**src/include/adc_ctrl_cfg.svh**
```systemverilog
// Purpose: constants for the current-input converter control block
// Assumes: core_clk at 250 MHz stands in for the system clock
// Notes: capacitances are in tenths of a pF, charge in tenths of a pC
// How it works
// - one range code drives all eight integrators
// - range code selects feedback capacitor and scale
// - diagnostic high at side edge enters test
// - diagnostic high whole period gives zero
// - in test mode each diagnostic rise injects fixed charge packet
// - test mode leaves readout path unchanged
// - shift clock runs apart from conversion clock
// - provide inverted copy of serial output
// - chain input shifts behind own results
// - divider select divides system clock by four
// - side select low integrates B, high A
`ifndef ADC_CTRL_CFG_SVH
`define ADC_CTRL_CFG_SVH
`define RANGE_W 3
`define CAP_W 10
`define FS_W 12
`define PACKET_DPC 16'h006E
`define DIV_W 2
`define DIV_LAST 2'h3
`define CLK_PERIOD_NS 4
`define TEST_MIN_NS 1000
`define TEST_MIN_CYC ((`TEST_MIN_NS + `CLK_PERIOD_NS - 1) / `CLK_PERIOD_NS)
`define GAP_W 9
`define CHARGE_W 16
`define SHIFT_W 8
// positions of the packed pin synchroniser bits
`define SYNC_W 5
`define SYNC_SIDE 0
`define SYNC_TEST 1
`define SYNC_DIV 2
`define SYNC_SERIAL_SHIFT_CLOCK 3
`define SYNC_CHAIN 4
// feedback capacitance per range code, tenths of a pF
`define CAP_R0 10'h01E
`define CAP_R1 10'h07D
`define CAP_R2 10'h0FA
`define CAP_R3 10'h177
`define CAP_R4 10'h1F4
`define CAP_R5 10'h271
`define CAP_R6 10'h2EE
`define CAP_R7 10'h36B
// full scale per range code, tenths of a pC
`define FS_R0 12'h078
`define FS_R1 12'h1F4
`define FS_R2 12'h3E8
`define FS_R3 12'h5DC
`define FS_R4 12'h7D0
`define FS_R5 12'h9C4
`define FS_R6 12'hBB8
`define FS_R7 12'hDAC
`endif

```
**src/include/adc_ctrl_pkg.sv**
```systemverilog
// Purpose: shared types of the converter control block
// Assumes: constants come from adc_ctrl_cfg.svh
// Notes: no numbers live here
package adc_ctrl_pkg;
	typedef enum logic [1:0] {mode_normal, mode_test, mode_leaving} test_state_t;
	typedef enum logic {side_b, side_a} side_t;
endpackage

```
**src/rtl/range_decode.sv**
```systemverilog
// Purpose: decode of the range code into capacitance and full scale
// Assumes: pure combinational, one copy feeds every integrator
// Notes: values are typical figures in tenths
`include "adc_ctrl_cfg.svh"
module range_decode (
	input wire logic [`RANGE_W-1:0] code,
	output logic [`CAP_W-1:0] cap_dpf,
	output logic [`FS_W-1:0] fs_dpc
);
	// capacitor table, scale is cap times four (Vref 4 V region)
	always_comb begin
		case (code)
			3'h0: cap_dpf = `CAP_R0;
			3'h1: cap_dpf = `CAP_R1;
			3'h2: cap_dpf = `CAP_R2;
			3'h3: cap_dpf = `CAP_R3;
			3'h4: cap_dpf = `CAP_R4;
			3'h5: cap_dpf = `CAP_R5;
			3'h6: cap_dpf = `CAP_R6;
			default: cap_dpf = `CAP_R7;
		endcase
	end
	// full scale in tenths of a pC
	always_comb begin
		case (code)
			3'h0: fs_dpc = `FS_R0;
			3'h1: fs_dpc = `FS_R1;
			3'h2: fs_dpc = `FS_R2;
			3'h3: fs_dpc = `FS_R3;
			3'h4: fs_dpc = `FS_R4;
			3'h5: fs_dpc = `FS_R5;
			3'h6: fs_dpc = `FS_R6;
			default: fs_dpc = `FS_R7;
		endcase
	end
endmodule // range_decode

```
**src/rtl/adc_ctrl_inputs.sv**
```systemverilog
// Purpose: pin-level control of range, test mode, clock divider and chain readout
// Assumes: all control pins are asynchronous and pass two flip-flops
// Notes: the shift clock is sampled, not used as a clock, so it must be slow
`include "adc_ctrl_cfg.svh"
module adc_ctrl_inputs (
	input wire logic core_clk,
	input wire logic rstn,
	input wire logic clk_en,
	input wire logic range_sel_bit0,
	input wire logic range_sel_bit1,
	input wire logic range_sel_bit2,
	input wire logic integrate_side_select,
	input wire logic test_pin,
	input wire logic sysclk_quarter_divider,
	input wire logic serial_shift_clock,
	input wire logic chain_data_in,
	input wire logic [`SHIFT_W-1:0] result_word,
	input wire logic result_load,
	output logic [`RANGE_W-1:0] range_all,
	output logic [`CAP_W-1:0] cap_dpf,
	output logic [`FS_W-1:0] fs_dpc,
	output logic side_a_active,
	output logic inputs_connected,
	output logic test_active,
	output logic [`CHARGE_W-1:0] test_charge,
	output logic internal_tick,
	output logic serial_data_out,
	output logic serial_data_out_n,
	output logic result_ready_n
);
	logic [1:0] rst_sync_reg; // reset release pair
	logic rst_n; // synchronised reset
	logic [`SYNC_W-1:0] s1_reg; // first stage, read only by second
	logic [`SYNC_W-1:0] s2_reg; // second stage, usable
	logic [`RANGE_W-1:0] r1_reg; // range first stage
	logic [`RANGE_W-1:0] r2_reg; // range second stage
	logic side_d_reg; // previous side select
	logic test_d_reg; // previous diagnostic level
	logic serial_shift_clock_d_reg; // previous shift clock
	adc_ctrl_pkg::test_state_t tstate_reg;
	adc_ctrl_pkg::side_t side_reg;
	logic [`DIV_W-1:0] div_reg; // quarter divider
	logic [`CAP_W-1:0] cap_w;
	logic [`FS_W-1:0] fs_w;
	logic [`CHARGE_W-1:0] charge_reg;
	logic [`SHIFT_W-1:0] shift_reg; // readout chain
	logic side_edge, test_rise, serial_shift_clock_rise;

	// reset is released through two flops
	always_ff @(posedge core_clk or negedge rstn) begin
		if (!rstn) begin
			rst_sync_reg <= 2'h0;
		end else begin
			rst_sync_reg <= {rst_sync_reg[0], 1'h1};
		end
	end
	assign rst_n = rst_sync_reg[1];

	// two-flop synchronisers for every pin
	always_ff @(posedge core_clk or negedge rst_n) begin
		if (!rst_n) begin
			s1_reg <= 5'h00;
			s2_reg <= 5'h00;
			r1_reg <= 3'h0;
			r2_reg <= 3'h0;
		end else if (clk_en) begin
			s1_reg <= {chain_data_in, serial_shift_clock, sysclk_quarter_divider, test_pin, integrate_side_select};
			s2_reg <= s1_reg;
			r1_reg <= {range_sel_bit2, range_sel_bit1, range_sel_bit0};
			r2_reg <= r1_reg;
		end
	end

	// one code for all integrators on both sides
	assign range_all = r2_reg;
	range_decode u_dec (
		.code(r2_reg),
		.cap_dpf(cap_w),
		.fs_dpc(fs_w)
	);

	// registered decode outputs
	always_ff @(posedge core_clk or negedge rst_n) begin
		if (!rst_n) begin
			cap_dpf <= 10'h000;
			fs_dpc <= 12'h000;
		end else if (clk_en) begin
			cap_dpf <= cap_w;
			fs_dpc <= fs_w;
		end
	end

	// edge history
	always_ff @(posedge core_clk or negedge rst_n) begin
		if (!rst_n) begin
			side_d_reg <= 1'h0;
			test_d_reg <= 1'h0;
			serial_shift_clock_d_reg <= 1'h0;
		end else if (clk_en) begin
			side_d_reg <= s2_reg[`SYNC_SIDE];
			test_d_reg <= s2_reg[`SYNC_TEST];
			serial_shift_clock_d_reg <= s2_reg[`SYNC_SERIAL_SHIFT_CLOCK];
		end
	end
	assign side_edge = s2_reg[`SYNC_SIDE] ^ side_d_reg;
	assign test_rise = s2_reg[`SYNC_TEST] & ~test_d_reg;
	assign serial_shift_clock_rise = s2_reg[`SYNC_SERIAL_SHIFT_CLOCK] & ~serial_shift_clock_d_reg;

	// active side follows the select level
	always_ff @(posedge core_clk or negedge rst_n) begin
		if (!rst_n) begin
			side_reg <= adc_ctrl_pkg::side_b;
		end else if (clk_en) begin
			side_reg <= s2_reg[`SYNC_SIDE] ? adc_ctrl_pkg::side_a : adc_ctrl_pkg::side_b;
		end
	end
	assign side_a_active = (side_reg == adc_ctrl_pkg::side_a);

	// test mode entry and exit; the leaving state covers one integration
	always_ff @(posedge core_clk or negedge rst_n) begin
		if (!rst_n) begin
			tstate_reg <= adc_ctrl_pkg::mode_normal;
		end else if (clk_en) begin
			case (tstate_reg)
				adc_ctrl_pkg::mode_normal: begin
					if (side_edge && s2_reg[`SYNC_TEST]) begin
						tstate_reg <= adc_ctrl_pkg::mode_test;
					end
				end
				adc_ctrl_pkg::mode_test: begin
					if (side_edge && !s2_reg[`SYNC_TEST]) begin
						tstate_reg <= adc_ctrl_pkg::mode_leaving;
					end
				end
				adc_ctrl_pkg::mode_leaving: begin
					if (side_edge) begin
						tstate_reg <= s2_reg[`SYNC_TEST] ? adc_ctrl_pkg::mode_test : adc_ctrl_pkg::mode_normal;
					end
				end
				default: tstate_reg <= adc_ctrl_pkg::mode_normal;
			endcase
		end
	end
	assign test_active = (tstate_reg == adc_ctrl_pkg::mode_test);
	// inputs cut off in test whatever current flows
	assign inputs_connected = (tstate_reg != adc_ctrl_pkg::mode_test);

	// charge packets per integration, cleared at each side edge;
	// a packet landing on the side edge itself opens the new count instead of being lost
	always_ff @(posedge core_clk or negedge rst_n) begin
		if (!rst_n) begin
			charge_reg <= 16'h0000;
		end else if (clk_en) begin
			if (side_edge) begin
				charge_reg <= (test_active && test_rise) ? `PACKET_DPC : 16'h0000;
			end else if (test_active && test_rise) begin
				charge_reg <= charge_reg + `PACKET_DPC;
			end
		end
	end
	assign test_charge = charge_reg;

	// divide by four when selected, else every cycle ticks
	always_ff @(posedge core_clk or negedge rst_n) begin
		if (!rst_n) begin
			div_reg <= 2'h0;
		end else if (clk_en) begin
			div_reg <= s2_reg[`SYNC_DIV] ? div_reg + 2'h1 : 2'h0;
		end
	end
	assign internal_tick = clk_en & (~s2_reg[`SYNC_DIV] | (div_reg == `DIV_LAST));

	// readout shift path on sampled shift clock; chain data follows own bits
	always_ff @(posedge core_clk or negedge rst_n) begin
		if (!rst_n) begin
			shift_reg <= 8'h00;
			result_ready_n <= 1'h1;
		end else if (clk_en) begin
			if (result_load) begin
				shift_reg <= result_word;
				result_ready_n <= 1'h0;
			end else if (serial_shift_clock_rise) begin
				shift_reg <= {shift_reg[`SHIFT_W-2:0], s2_reg[`SYNC_CHAIN]};
				result_ready_n <= 1'h1;
			end
		end
	end
	assign serial_data_out = shift_reg[`SHIFT_W-1];
	assign serial_data_out_n = ~shift_reg[`SHIFT_W-1];

	// checks on what this block drives, all on core_clk and quiet in reset
	chk_out_inverted: assert property (@(posedge core_clk) disable iff (!rst_n)
		serial_data_out_n == !serial_data_out) else $error("inverted output mismatch");
	chk_test_entry: assert property (@(posedge core_clk) disable iff (!rst_n)
		clk_en && tstate_reg == adc_ctrl_pkg::mode_normal && side_edge && s2_reg[`SYNC_TEST] |=> !inputs_connected)
		else $error("test entry missed");
	chk_packet_add: assert property (@(posedge core_clk) disable iff (!rst_n)
		clk_en && test_active && test_rise && !side_edge |=> charge_reg == $past(charge_reg) + `PACKET_DPC)
		else $error("packet not added");
	chk_packet_refused: assert property (@(posedge core_clk) disable iff (!rst_n)
		clk_en && !test_active && !side_edge |=> charge_reg == $past(charge_reg))
		else $error("packet taken outside test mode");
	chk_zero_clear: assert property (@(posedge core_clk) disable iff (!rst_n)
		clk_en && side_edge && !(test_active && test_rise) |=> charge_reg == 16'h0000)
		else $error("charge not cleared");
	chk_side_map: assert property (@(posedge core_clk) disable iff (!rst_n)
		clk_en ##1 1'b1 |-> side_a_active == $past(s2_reg[`SYNC_SIDE])) else $error("side mismatch");
	chk_range_shared: assert property (@(posedge core_clk) disable iff (!rst_n)
		clk_en |=> cap_dpf == $past(cap_w)) else $error("range not applied");
	chk_div_tick: assert property (@(posedge core_clk) disable iff (!rst_n)
		s2_reg[`SYNC_DIV] && clk_en && internal_tick ##1 (clk_en && s2_reg[`SYNC_DIV]) [*3] |-> !$past(internal_tick))
		else $error("divider rate wrong");
	chk_div_period: assert property (@(posedge core_clk) disable iff (!rst_n)
		s2_reg[`SYNC_DIV] && clk_en && internal_tick ##1 (clk_en && s2_reg[`SYNC_DIV]) [*4] |-> internal_tick)
		else $error("divider tick missing");
	chk_ready_load: assert property (@(posedge core_clk) disable iff (!rst_n)
		clk_en && result_load |=> !result_ready_n && serial_data_out == $past(result_word[`SHIFT_W-1]))
		else $error("load failed");
	chk_shift_step: assert property (@(posedge core_clk) disable iff (!rst_n)
		clk_en && !result_load && serial_shift_clock_rise |=> serial_data_out == $past(shift_reg[`SHIFT_W-2]))
		else $error("shift step wrong");
	cov_test_enter: cover property (@(posedge core_clk) disable iff (!rst_n) $rose(test_active));
	cov_div_tick: cover property (@(posedge core_clk) disable iff (!rst_n) s2_reg[`SYNC_DIV] && internal_tick);
	cov_packet: cover property (@(posedge core_clk) disable iff (!rst_n) test_active && test_rise);
	cov_shift: cover property (@(posedge core_clk) disable iff (!rst_n) serial_shift_clock_rise && !result_ready_n);
endmodule // adc_ctrl_inputs

```
**config.mk**
```make
export PLATFORM = sky130hd
export DESIGN_NAME = adc_ctrl_inputs
export DESIGN_NICKNAME = d
export VERILOG_FILES = /design/src/include/adc_ctrl_pkg.sv /design/src/rtl/range_decode.sv /design/src/rtl/adc_ctrl_inputs.sv
export VERILOG_INCLUDE_DIRS = /design/src /design/src/include
export SDC_FILE = /design/constraint.sdc
export NUM_CORES = 1
export LEC_CHECK = 0
export ABC_CLOCK_PERIOD_IN_PS = 1730
export BUFFER_PORTS_ARGS = -buffer_cell sky130_fd_sc_hd__buf_2
export CAP_MARGIN = 0
export CELL_PAD_IN_SITES_DETAIL_PLACEMENT = 1
export CELL_PAD_IN_SITES_GLOBAL_PLACEMENT = 1
export CORE_MARGIN = 3
export CORE_UTILIZATION = 37
export CTS_CLUSTER_DIAMETER = 60
export DETAILED_ROUTE_END_ITERATION = 8
export GPL_ROUTABILITY_DRIVEN = 0
export PLACE_DENSITY = 0.79
export SLEW_MARGIN = 0
export SYNTH_ARGS = -nofsm -noshare
export SYNTH_HDL_FRONTEND = slang
export SYNTH_SLANG_ARGS = --single-unit
```
**constraint.sdc**
```tcl
create_clock -name core_clk -period 1.73 [get_ports core_clk]
set_clock_uncertainty 0.15 [all_clocks]
set_input_delay 0.2595 -clock core_clk [delete_from_list [all_inputs] [get_ports core_clk]]
set_output_delay 0.2595 -clock core_clk [all_outputs]
set_load 0.01 [all_outputs]
```
* Yosys cells after proc, flatten, opt, wreduce, memory -nomap -nowiden *
Index checks and enable logic that the tools add are counted.

operators by class
  $add $sub $neg = 2
  equality and inequality tests = 13
  mux-type cells = 16
  bitwise operators = 9
  reductions and logical operators = 11

operators with widths
  kind                                            count
  one-hot mux 12 bit (7 select lines)             1
  one-hot mux 10 bit (7 select lines)             1
  two-way mux 16 bit                              2
  adder 16 x 7 -> 16 bit (second input constant)  1
  two-way mux 8 bit                               2
  == test 3 bit (second input constant)           3
  two-way mux 2 bit                               4
  two-way mux 7 bit                               1
  == test 3 x 2 -> 1 bit (second input constant)  2
  one-hot mux 2 bit (3 select lines)              1
  == test 2 bit (second input constant)           2
  two-way mux 1 bit                               4
  != test 2 x 1 -> 1 bit (second input constant)  2
  != test 2 bit (second input constant)           2
  NOT 1 bit                                       4
  AND reduction 2 bit                             2
  AND reduction 4 bit                             1
  nonzero test 2 bit                              2
  bitwise AND 1 bit                               3
  == test 3 x 1 -> 1 bit (second input constant)  1
  logical AND 1 bit                               3
  zero test 3 bit                                 1
  adder 2 x 1 -> 2 bit (second input constant)    1
  == test 2 x 1 -> 1 bit (second input constant)  1
  other kinds (4)                                 4

word-level totals
  bits in registers = 73
  input bits = 20
  output and inout bits = 48
  word-level logic and storage cells = 67

* Logic depth before layout (Yosys ltp) *
Gate-level depths: netlist (run 1).

  word-level depth = 5
  mapped depth = 6
  gate-level depth less buffers = 6

* Cells and area by module *
From an unflattened synthesis (run 1), not the netlist that was laid out.

second synthesis, totals
  cell total of the unflattened synthesis = 279
  area, all modules = 3,279.4 µm²

by module, submodules not included
  module           instances  cells an instance  area each (µm²)  sequential area each (µm²)
  adc_ctrl_inputs  1          250                3,086.7          1,778.0
  range_decode     1          29                 192.7            0.0

* Worst setup path before layout (run 1) *
Ideal clock, no wire load.

  path kind = reg-to-reg
  start = register charge_reg[1] (netlist: test_charge[1])
  end = register charge_reg[15] (netlist: test_charge[15])
  setup time = 110 ps
  data arrival time = 1,515 ps
  data required time = 1,470 ps
  setup slack = -45 ps
  cell stages (with the launch flop) = 7
  path buffers = 0
  period minus slack after synthesis = 1,775 ps
  cells stage by stage = dfrtp_1 inv_1 ha_1 nand2b_1 a211oi_1 o311ai_0 o41ai_1

between the ends
  longest elaborated chain between the ends = 3

ends and longest elaborated chain
  what                              line                    RTL
  from (decl)                       adc_ctrl_inputs.sv:45   logic [`CHARGE_W-1:0] charge_reg;
  from (signal assigned)            adc_ctrl_inputs.sv:155  charge_reg <= (test_active && test_rise) ? `PACKET_DPC : 16'h0000;
  from (signal assigned)            adc_ctrl_inputs.sv:157  charge_reg <= charge_reg + `PACKET_DPC;
  adder 16 x 7 -> 16 bit (no line)  n/a
  two-way mux 16 bit                adc_ctrl_inputs.sv:156  end else if (test_active && test_rise) begin
  two-way mux 16 bit                adc_ctrl_inputs.sv:154  if (side_edge) begin

Every way passes these cells. The select of a mux whose other input is x is not followed.
A chain may end at the register's enable or synchronous reset.

* Final worst setup path (run 1) *
  start = register tstate_reg[1]
  end = register charge_reg[13] (netlist: test_charge[13])

between the ends
  longest elaborated chain between the ends = 4

ends and longest elaborated chain
  what                           line                    RTL
  from (decl)                    adc_ctrl_inputs.sv:40   adc_ctrl_pkg::test_state_t tstate_reg;
  from (signal assigned)         adc_ctrl_inputs.sv:122  tstate_reg <= adc_ctrl_pkg::mode_normal;
  from (signal assigned)         adc_ctrl_inputs.sv:127  tstate_reg <= adc_ctrl_pkg::mode_test;
  from (signal assigned)         adc_ctrl_inputs.sv:132  tstate_reg <= adc_ctrl_pkg::mode_leaving;
  == test 2 x 1 -> 1 bit         adc_ctrl_inputs.sv:144  assign test_active = (tstate_reg == adc_ctrl_pkg::mode_test);
  logical AND 1 bit              adc_ctrl_inputs.sv:156
  nonzero test 2 bit (no line)   n/a
  AND reduction 2 bit (no line)  n/a

Every way passes these cells.

==> reports/results.ini, run 1 <==
[final_layout]
finalNetCount = 350
largest_register_ffs = 15
finish.utilization_pct = 50.2
drive_gt1_share_pct = 41.4
fill_cells = 800
diodes = 0
final_cell_area_um2 = 3510
area_delta_synth_final_pct = 27.6

[worst_setup_path]
cp_data_required_time_ns = 1.83
rr_worst_depth = 4
startpoint_type = flop
reg2reg_from = tstate_reg[1]$_DFFE_PN0P_
r2r-end = test_charge[13]$_DFFE_PN0P_
crit_fanout = 8
ff2ff_setup_slack_ns = 0.01
end_kind = flop
arrival_ns = 1.82
criticalPathCategory = flop to flop

[global_routing]
grt_antenna_before_repair = 0
grt_max_degree = 29
grt_pass1_wl_mm = 10.6
grt_pass1_vias = 2165
grt_usage_pct = 15.7
grt.overflow.total = 0

[clocking]
htreeDepth = 3
cts_tree = built
ctsLongestPathBuffers = 2
cts_root_buffer = clkbuf_8
cts.sinks = 58
cts_buffers = 9
clkLatencyLatePin_ns = 0.33
clkSlewWorstSetupHoldPaths_ns = 0.07

[power]
sw_frac_of_total_pct = 33.7
p_int_mw = 3.05
power_density_nw_per_um2 = 1310
p_seq_share_pct = 40.5
switching_power_mw = 1.55
peakVddDrop_uv = 523
p_leak_nw = 1.65
clkPwrFrac_pct = 26.2
combPwrFrac_pct = 33.2

[timing]
slew_viol_final = 0
setup_ws_ns = 0.0111
timing_hold_violations_final = 0
fin_setup_tns_ns = 0
finalCritPeriodShare_pct = 99.4
setup_viol_count_final = 0
grt_setup_unrepaired = true
final.min_clock_period_ns = 1.72
timing.fmax_mhz = 582

[die]
ioPinCount = 68
rows = 30
die_h_um = 92.2
dieArea_um2 = 8500
die_x_um = 92.2
core_area_um2 = 6980
initial_utilization_pct = 39.4

[detailed_routing]
ant_nets = 0
drt_iter0_markers = 63
drc = 0
finalWirelength_mm = 6.30
routedWlPerCell_um = 14.7
first_pass_iters = 4
via_count = 2139
viasPerCell = 4.99

[synthesis]
ys_seq_area_share_pct = 52.8
async_reset_ff_share_pct = 100
yosys.area.top_type = dfrtp_1
synth_edf_count = 0
synth_common_cells = 57 x dfrtp_1, 23 x mux2_2, 23 x o21ai_0
ys_types = 47
synthTopCellsByArea = dfrtp_1 52%, mux2_2 9.4%, o21ai_0 4.2%, buf_4 3.8%, mux2i_1 3.6%
syn_inst = 255
ys_warn_count = 0
synth_ff_type = dfrtp_1
avgSynthCellArea_um2 = 10.8
synth_most_common_cell = dfrtp_1
ys_seq_elements = 58
synth_top_area_share_pct = 51.9
mappedNetlistArea_um2 = 2750

[hold_path]
hold_class = flop to asynchronous set/reset pin

[placed_design]
dp_slack_ns = -0.0866
place_hpwl_mm = 4.57
portBuffers = 64
dpl_cell_area_um2 = 3200

[status]
status = finished, final reports clean

[flow_run]
cap_violations = 0

## metal layers
| metal | part of all wire [%] | up-vias | GRT usage, % |
|---|---|---|---|
| met1 | 44 | 1053 | 19.0 |
| met3 | 3.5 | 10 | 2.95 |
| met4 | 1.9 | 0 | 6.68 |
| met5 | 0 | - | 0 |
| met2 | 51 | 45 | 27.3 |
| li1 | - | 1031 | - |
## timing repair
item,in CTS,in global routing
pin swaps,4,5
endpoints found under the setup margin,11,11
buffers inserted,1,2
hold buffers,3,0
endpoints found under the hold margin,4,0
gates resized for setup,3,18
## power groups by stage
stage | sequential [mW] | clock [mW] | combinational [mW]
after detailed placement | 1.88 | 0 | 1.34
after floorplan | 1.93 | 0 | 0.780
after global placement | 1.86 | 0 | 1.30
after CTS | 1.85 | 1.25 | 1.43
after global routing | 1.92 | 1.31 | 1.69
final | 1.87 | 1.21 | 1.53
## cell usage in the layout (no fill, tap or decap), types with 4 or more instances in the layout
cell type / netlist / routed
buf_4: 14 / 18
mux2i_1: 10 / 10
dfrtp_1: 57 / 56
o21ai_1: 1 / 4
conb_1: 2 / 4
nor2_1: 11 / 11
buf_2: 4 / 64
o21ai_0: 23 / 20
mux2_2: 23 / 23
inv_1: 10 / 9
clkbuf_8: 0 / 10
nand2_1: 17 / 17
nand3_1: 9 / 9
a21oi_1: 16 / 13
## critical path, cell delays in order (launching register included)
cell and delay, ns:
dfrtp_1 0.38, and4bb_4 0.39, nand2_4 0.09, or4_4 0.51, a21oi_1 0.13
## layout make-up
class                      instances  area (um2)  area share (%)
clock buffer                      13         149            4.25
timing repair buffer              88         537            15.3
tap                               96         120            3.42
multi-input combinational        161        1170            33.4
clock inverter                     3        40.0            1.14
sequential                        58        1450            41.5
inverter                          10        37.5            1.07
## through the flow
step | cells | power (mW) | hold slack [ns]
after global routing | 429 | 4.91 | 0.00800
final | 429 | 4.60 | 0.0132
after floorplan | 257 | 2.71 | -0.186
after CTS | 428 | 4.52 | 0.00116
after global placement | 408 | 3.15 | -0.103
after detailed placement | 408 | 3.23 | -0.103
## cells by family after synthesis
logic type	count (synthesis)	share of synthesized area (%)
xor+xnor	4	1.27
buf+inv	38	7.56
other cells	2	0.273
mux	33	13.1
compound gates	58	12.7
fa+ha+maj	2	0.910
flops	58	52.8
simple gates	60	11.4
## worst max-delay path by stage
stage | start | end | slack [ns]
final | tstate_reg[1]$_DFFE_PN0P_ | test_charge[13]$_DFFE_PN0P_ | 0.01
after global routing | tstate_reg[1]$_DFFE_PN0P_ | test_charge[13]$_DFFE_PN0P_ | -0.07
after CTS | tstate_reg[1]$_DFFE_PN0P_ | test_charge[10]$_DFFE_PN0P_ | -0.00008
after detailed placement | test_charge[2]$_DFFE_PN0P_ | test_charge[9]$_DFFE_PN0P_ | -0.09
after global placement | test_charge[2]$_DFFE_PN0P_ | test_charge[13]$_DFFE_PN0P_ | 0.03
after floorplan | test_charge[1]$_DFFE_PN0P_ | test_charge[13]$_DFFE_PN0P_ | 0.01
Note: power is estimated with default switching activity, not from simulation.
==> inputs of run 2 (changes only) <==
ABC_CLOCK_PERIOD_IN_PS = 2000   (was 1730)
CORE_UTILIZATION = 44   (was 37)
PLACE_DENSITY = 0.87   (was 0.79)
clock period = 2 ns   (was 1.73 ns; I/O delays follow)
==> reports/results.ini, run 2 (synthesized netlist as in run 1, its figures left out) <==
[detailed_routing]
routedWlPerCell_um = 16.1
via_count = 2123
first_pass_iters = 4
viasPerCell = 5.37
drc = 0
ant_nets = 0
finalWirelength_mm = 6.34
drt_iter0_markers = 104

[worst_setup_path]
cp_data_required_time_ns = 2.10
critPathBufInv = 2
slowest_delay_ns = 0.46
ff2ff_setup_slack_ns = 0.12
startpoint_type = flop
arrival_ns = 1.98
end_kind = flop
criticalPathCategory = flop to flop
crit_chain = inv_1 -> ha_1 -> nand2b_1 -> a211oi_1 -> buf_4 -> or4_1 -> a21oi_1
critPathTopFamily = simple AND/OR/NAND/NOR gates
rr_worst_depth = 7
cp_slowest_cell = or4_1
crit_fanout = 7
reg2reg_from = test_charge[1]$_DFFE_PN0P_
r2r-end = test_charge[13]$_DFFE_PN0P_

[clocking]
cts.sinks = 58
cts_buffers = 9
clkSlewWorstSetupHoldPaths_ns = 0.07
htreeDepth = 3
cts_root_buffer = clkbuf_8
clkLatencyLatePin_ns = 0.33
ctsLongestPathBuffers = 2
cts_tree = built

[status]
status = finished, final reports clean

[final_layout]
finalNetCount = 338
layout_commonest_cell = buf_2
final_cell_area_um2 = 3330
final_cells = 395
area_delta_synth_final_pct = 21.3
layout_common_cells = 64 x buf_2, 56 x dfrtp_1, 23 x mux2_2, 23 x o21ai_0, 17 x nand2_1
largest_register_ffs = 15
drive_gt1_share_pct = 36.9
diodes = 0

[timing]
setup_viol_count_final = 0
slew_viol_final = 0
finalCritPeriodShare_pct = 94.1
whs_ns = 0.0489
timing_hold_violations_final = 0
timing.fmax_mhz = 531
final.min_clock_period_ns = 1.88
max_slew_margin_pct = 61.6
setup_ws_ns = 0.118
worstMarginPinSlew_ns = 0.576

[die]
rows = 28
die_h_um = 85.0
dieArea_um2 = 7230
initial_utilization_pct = 45.9
ioPinCount = 68
core_area_um2 = 5990
die_x_um = 85.0

[placed_design]
place_hpwl_mm = 4.57
dp_slack_ns = 0.0720
place_inst = 376
portBuffers = 64
dpl_cell_area_um2 = 3070

[power]
peakVddDrop_uv = 792
power_mw = 3.94
p_leak_nw = 1.59
power_density_nw_per_um2 = 1180

[hold_path]
min_to = r1_reg[2]$_DFFE_PN0P_
hold_class = input pin to flop
holdPathStages = 2
hold_path.startpoint = range_sel_bit2

[global_routing]
grt_pass1_wl_mm = 10.9
grt_usage_pct = 19.2
grt.overflow.total = 0
grt_antenna_before_repair = 0
grt_pass1_vias = 2318
grt_max_degree = 25

[flow_run]
cap_violations = 0

-- run 2: cell count changes in the layout (fill, tap and decap cells not counted), moves of 2 or more --
cell / delta
clkbuf_8: +4
a21oi_1: +3
or4_4: -2
or4_1: +2
buf_4: -8
o21ai_0: +3
clkinv_2: -2
and2_1: +2
a21oi_2: -3
o21ai_1: -4
dlygate4sd3_1: -2
clkbuf_1: -3
-- run 2: repair_timing --
| action | CTS | global route |
|---|---|---|
| endpoints found under the hold margin | 2 | 0 |
| buffers inserted | 0 | 3 |
| endpoints found under the setup margin | 0 | 3 |
| hold buffers | 1 | 0 |
| gates resized for setup | 0 | 2 |
-- run 2: layer usage --
metal / track usage (%) / vias up / wire [um]
li1: - / 1000 / -
met1: 21.9 / 1048 / 2610
met2: 33.6 / 55 / 3300
met3: 3.79 / 20 / 241
met4: 10.6 / 0 / 190
met5: 0 / - / 0
-- run 2: how the worst max path moves through the flow --
stage	startpoint	endpoint	slack [ns]	cells after the start
after floorplan	rst_sync_reg[1]$_DFF_PN0_	div_reg[0]$_DFFE_PN0P_	0.12	0
after global placement	test_charge[1]$_DFFE_PN0P_	test_charge[13]$_DFFE_PN0P_	0.17	7
after detailed placement	test_charge[1]$_DFFE_PN0P_	test_charge[13]$_DFFE_PN0P_	0.07	7
after CTS	test_charge[1]$_DFFE_PN0P_	test_charge[13]$_DFFE_PN0P_	0.07	7
after global routing	test_charge[1]$_DFFE_PN0P_	test_charge[13]$_DFFE_PN0P_	-0.001	7
final	test_charge[1]$_DFFE_PN0P_	test_charge[13]$_DFFE_PN0P_	0.12	7
-- run 2: report_power, final --
group          switching (mW)  internal, mW
registers               0.253          1.40
clock network           0.439         0.739
logic                   0.601         0.512
total                    1.29          2.65
-- run 2: area by class of cell --
cell class / count / area, um2
well taps: 75 / 93.8
inverters: 10 / 37.5
clock buffers: 14 / 193
clock inverters: 1 / 30.0
multi-input cells: 161 / 1100
repair buffers: 76 / 425
flip-flops and latches: 58 / 1450
fillers: 664 / 2660
-- run 2: metrics by stage --
stage               setup TNS, ns  util [%]
floorplan                       0         -
global placement                0      51.3
detailed placement              0      51.3
CTS                             0      55.2
global route             -0.00106      55.6
finish                          0      55.6
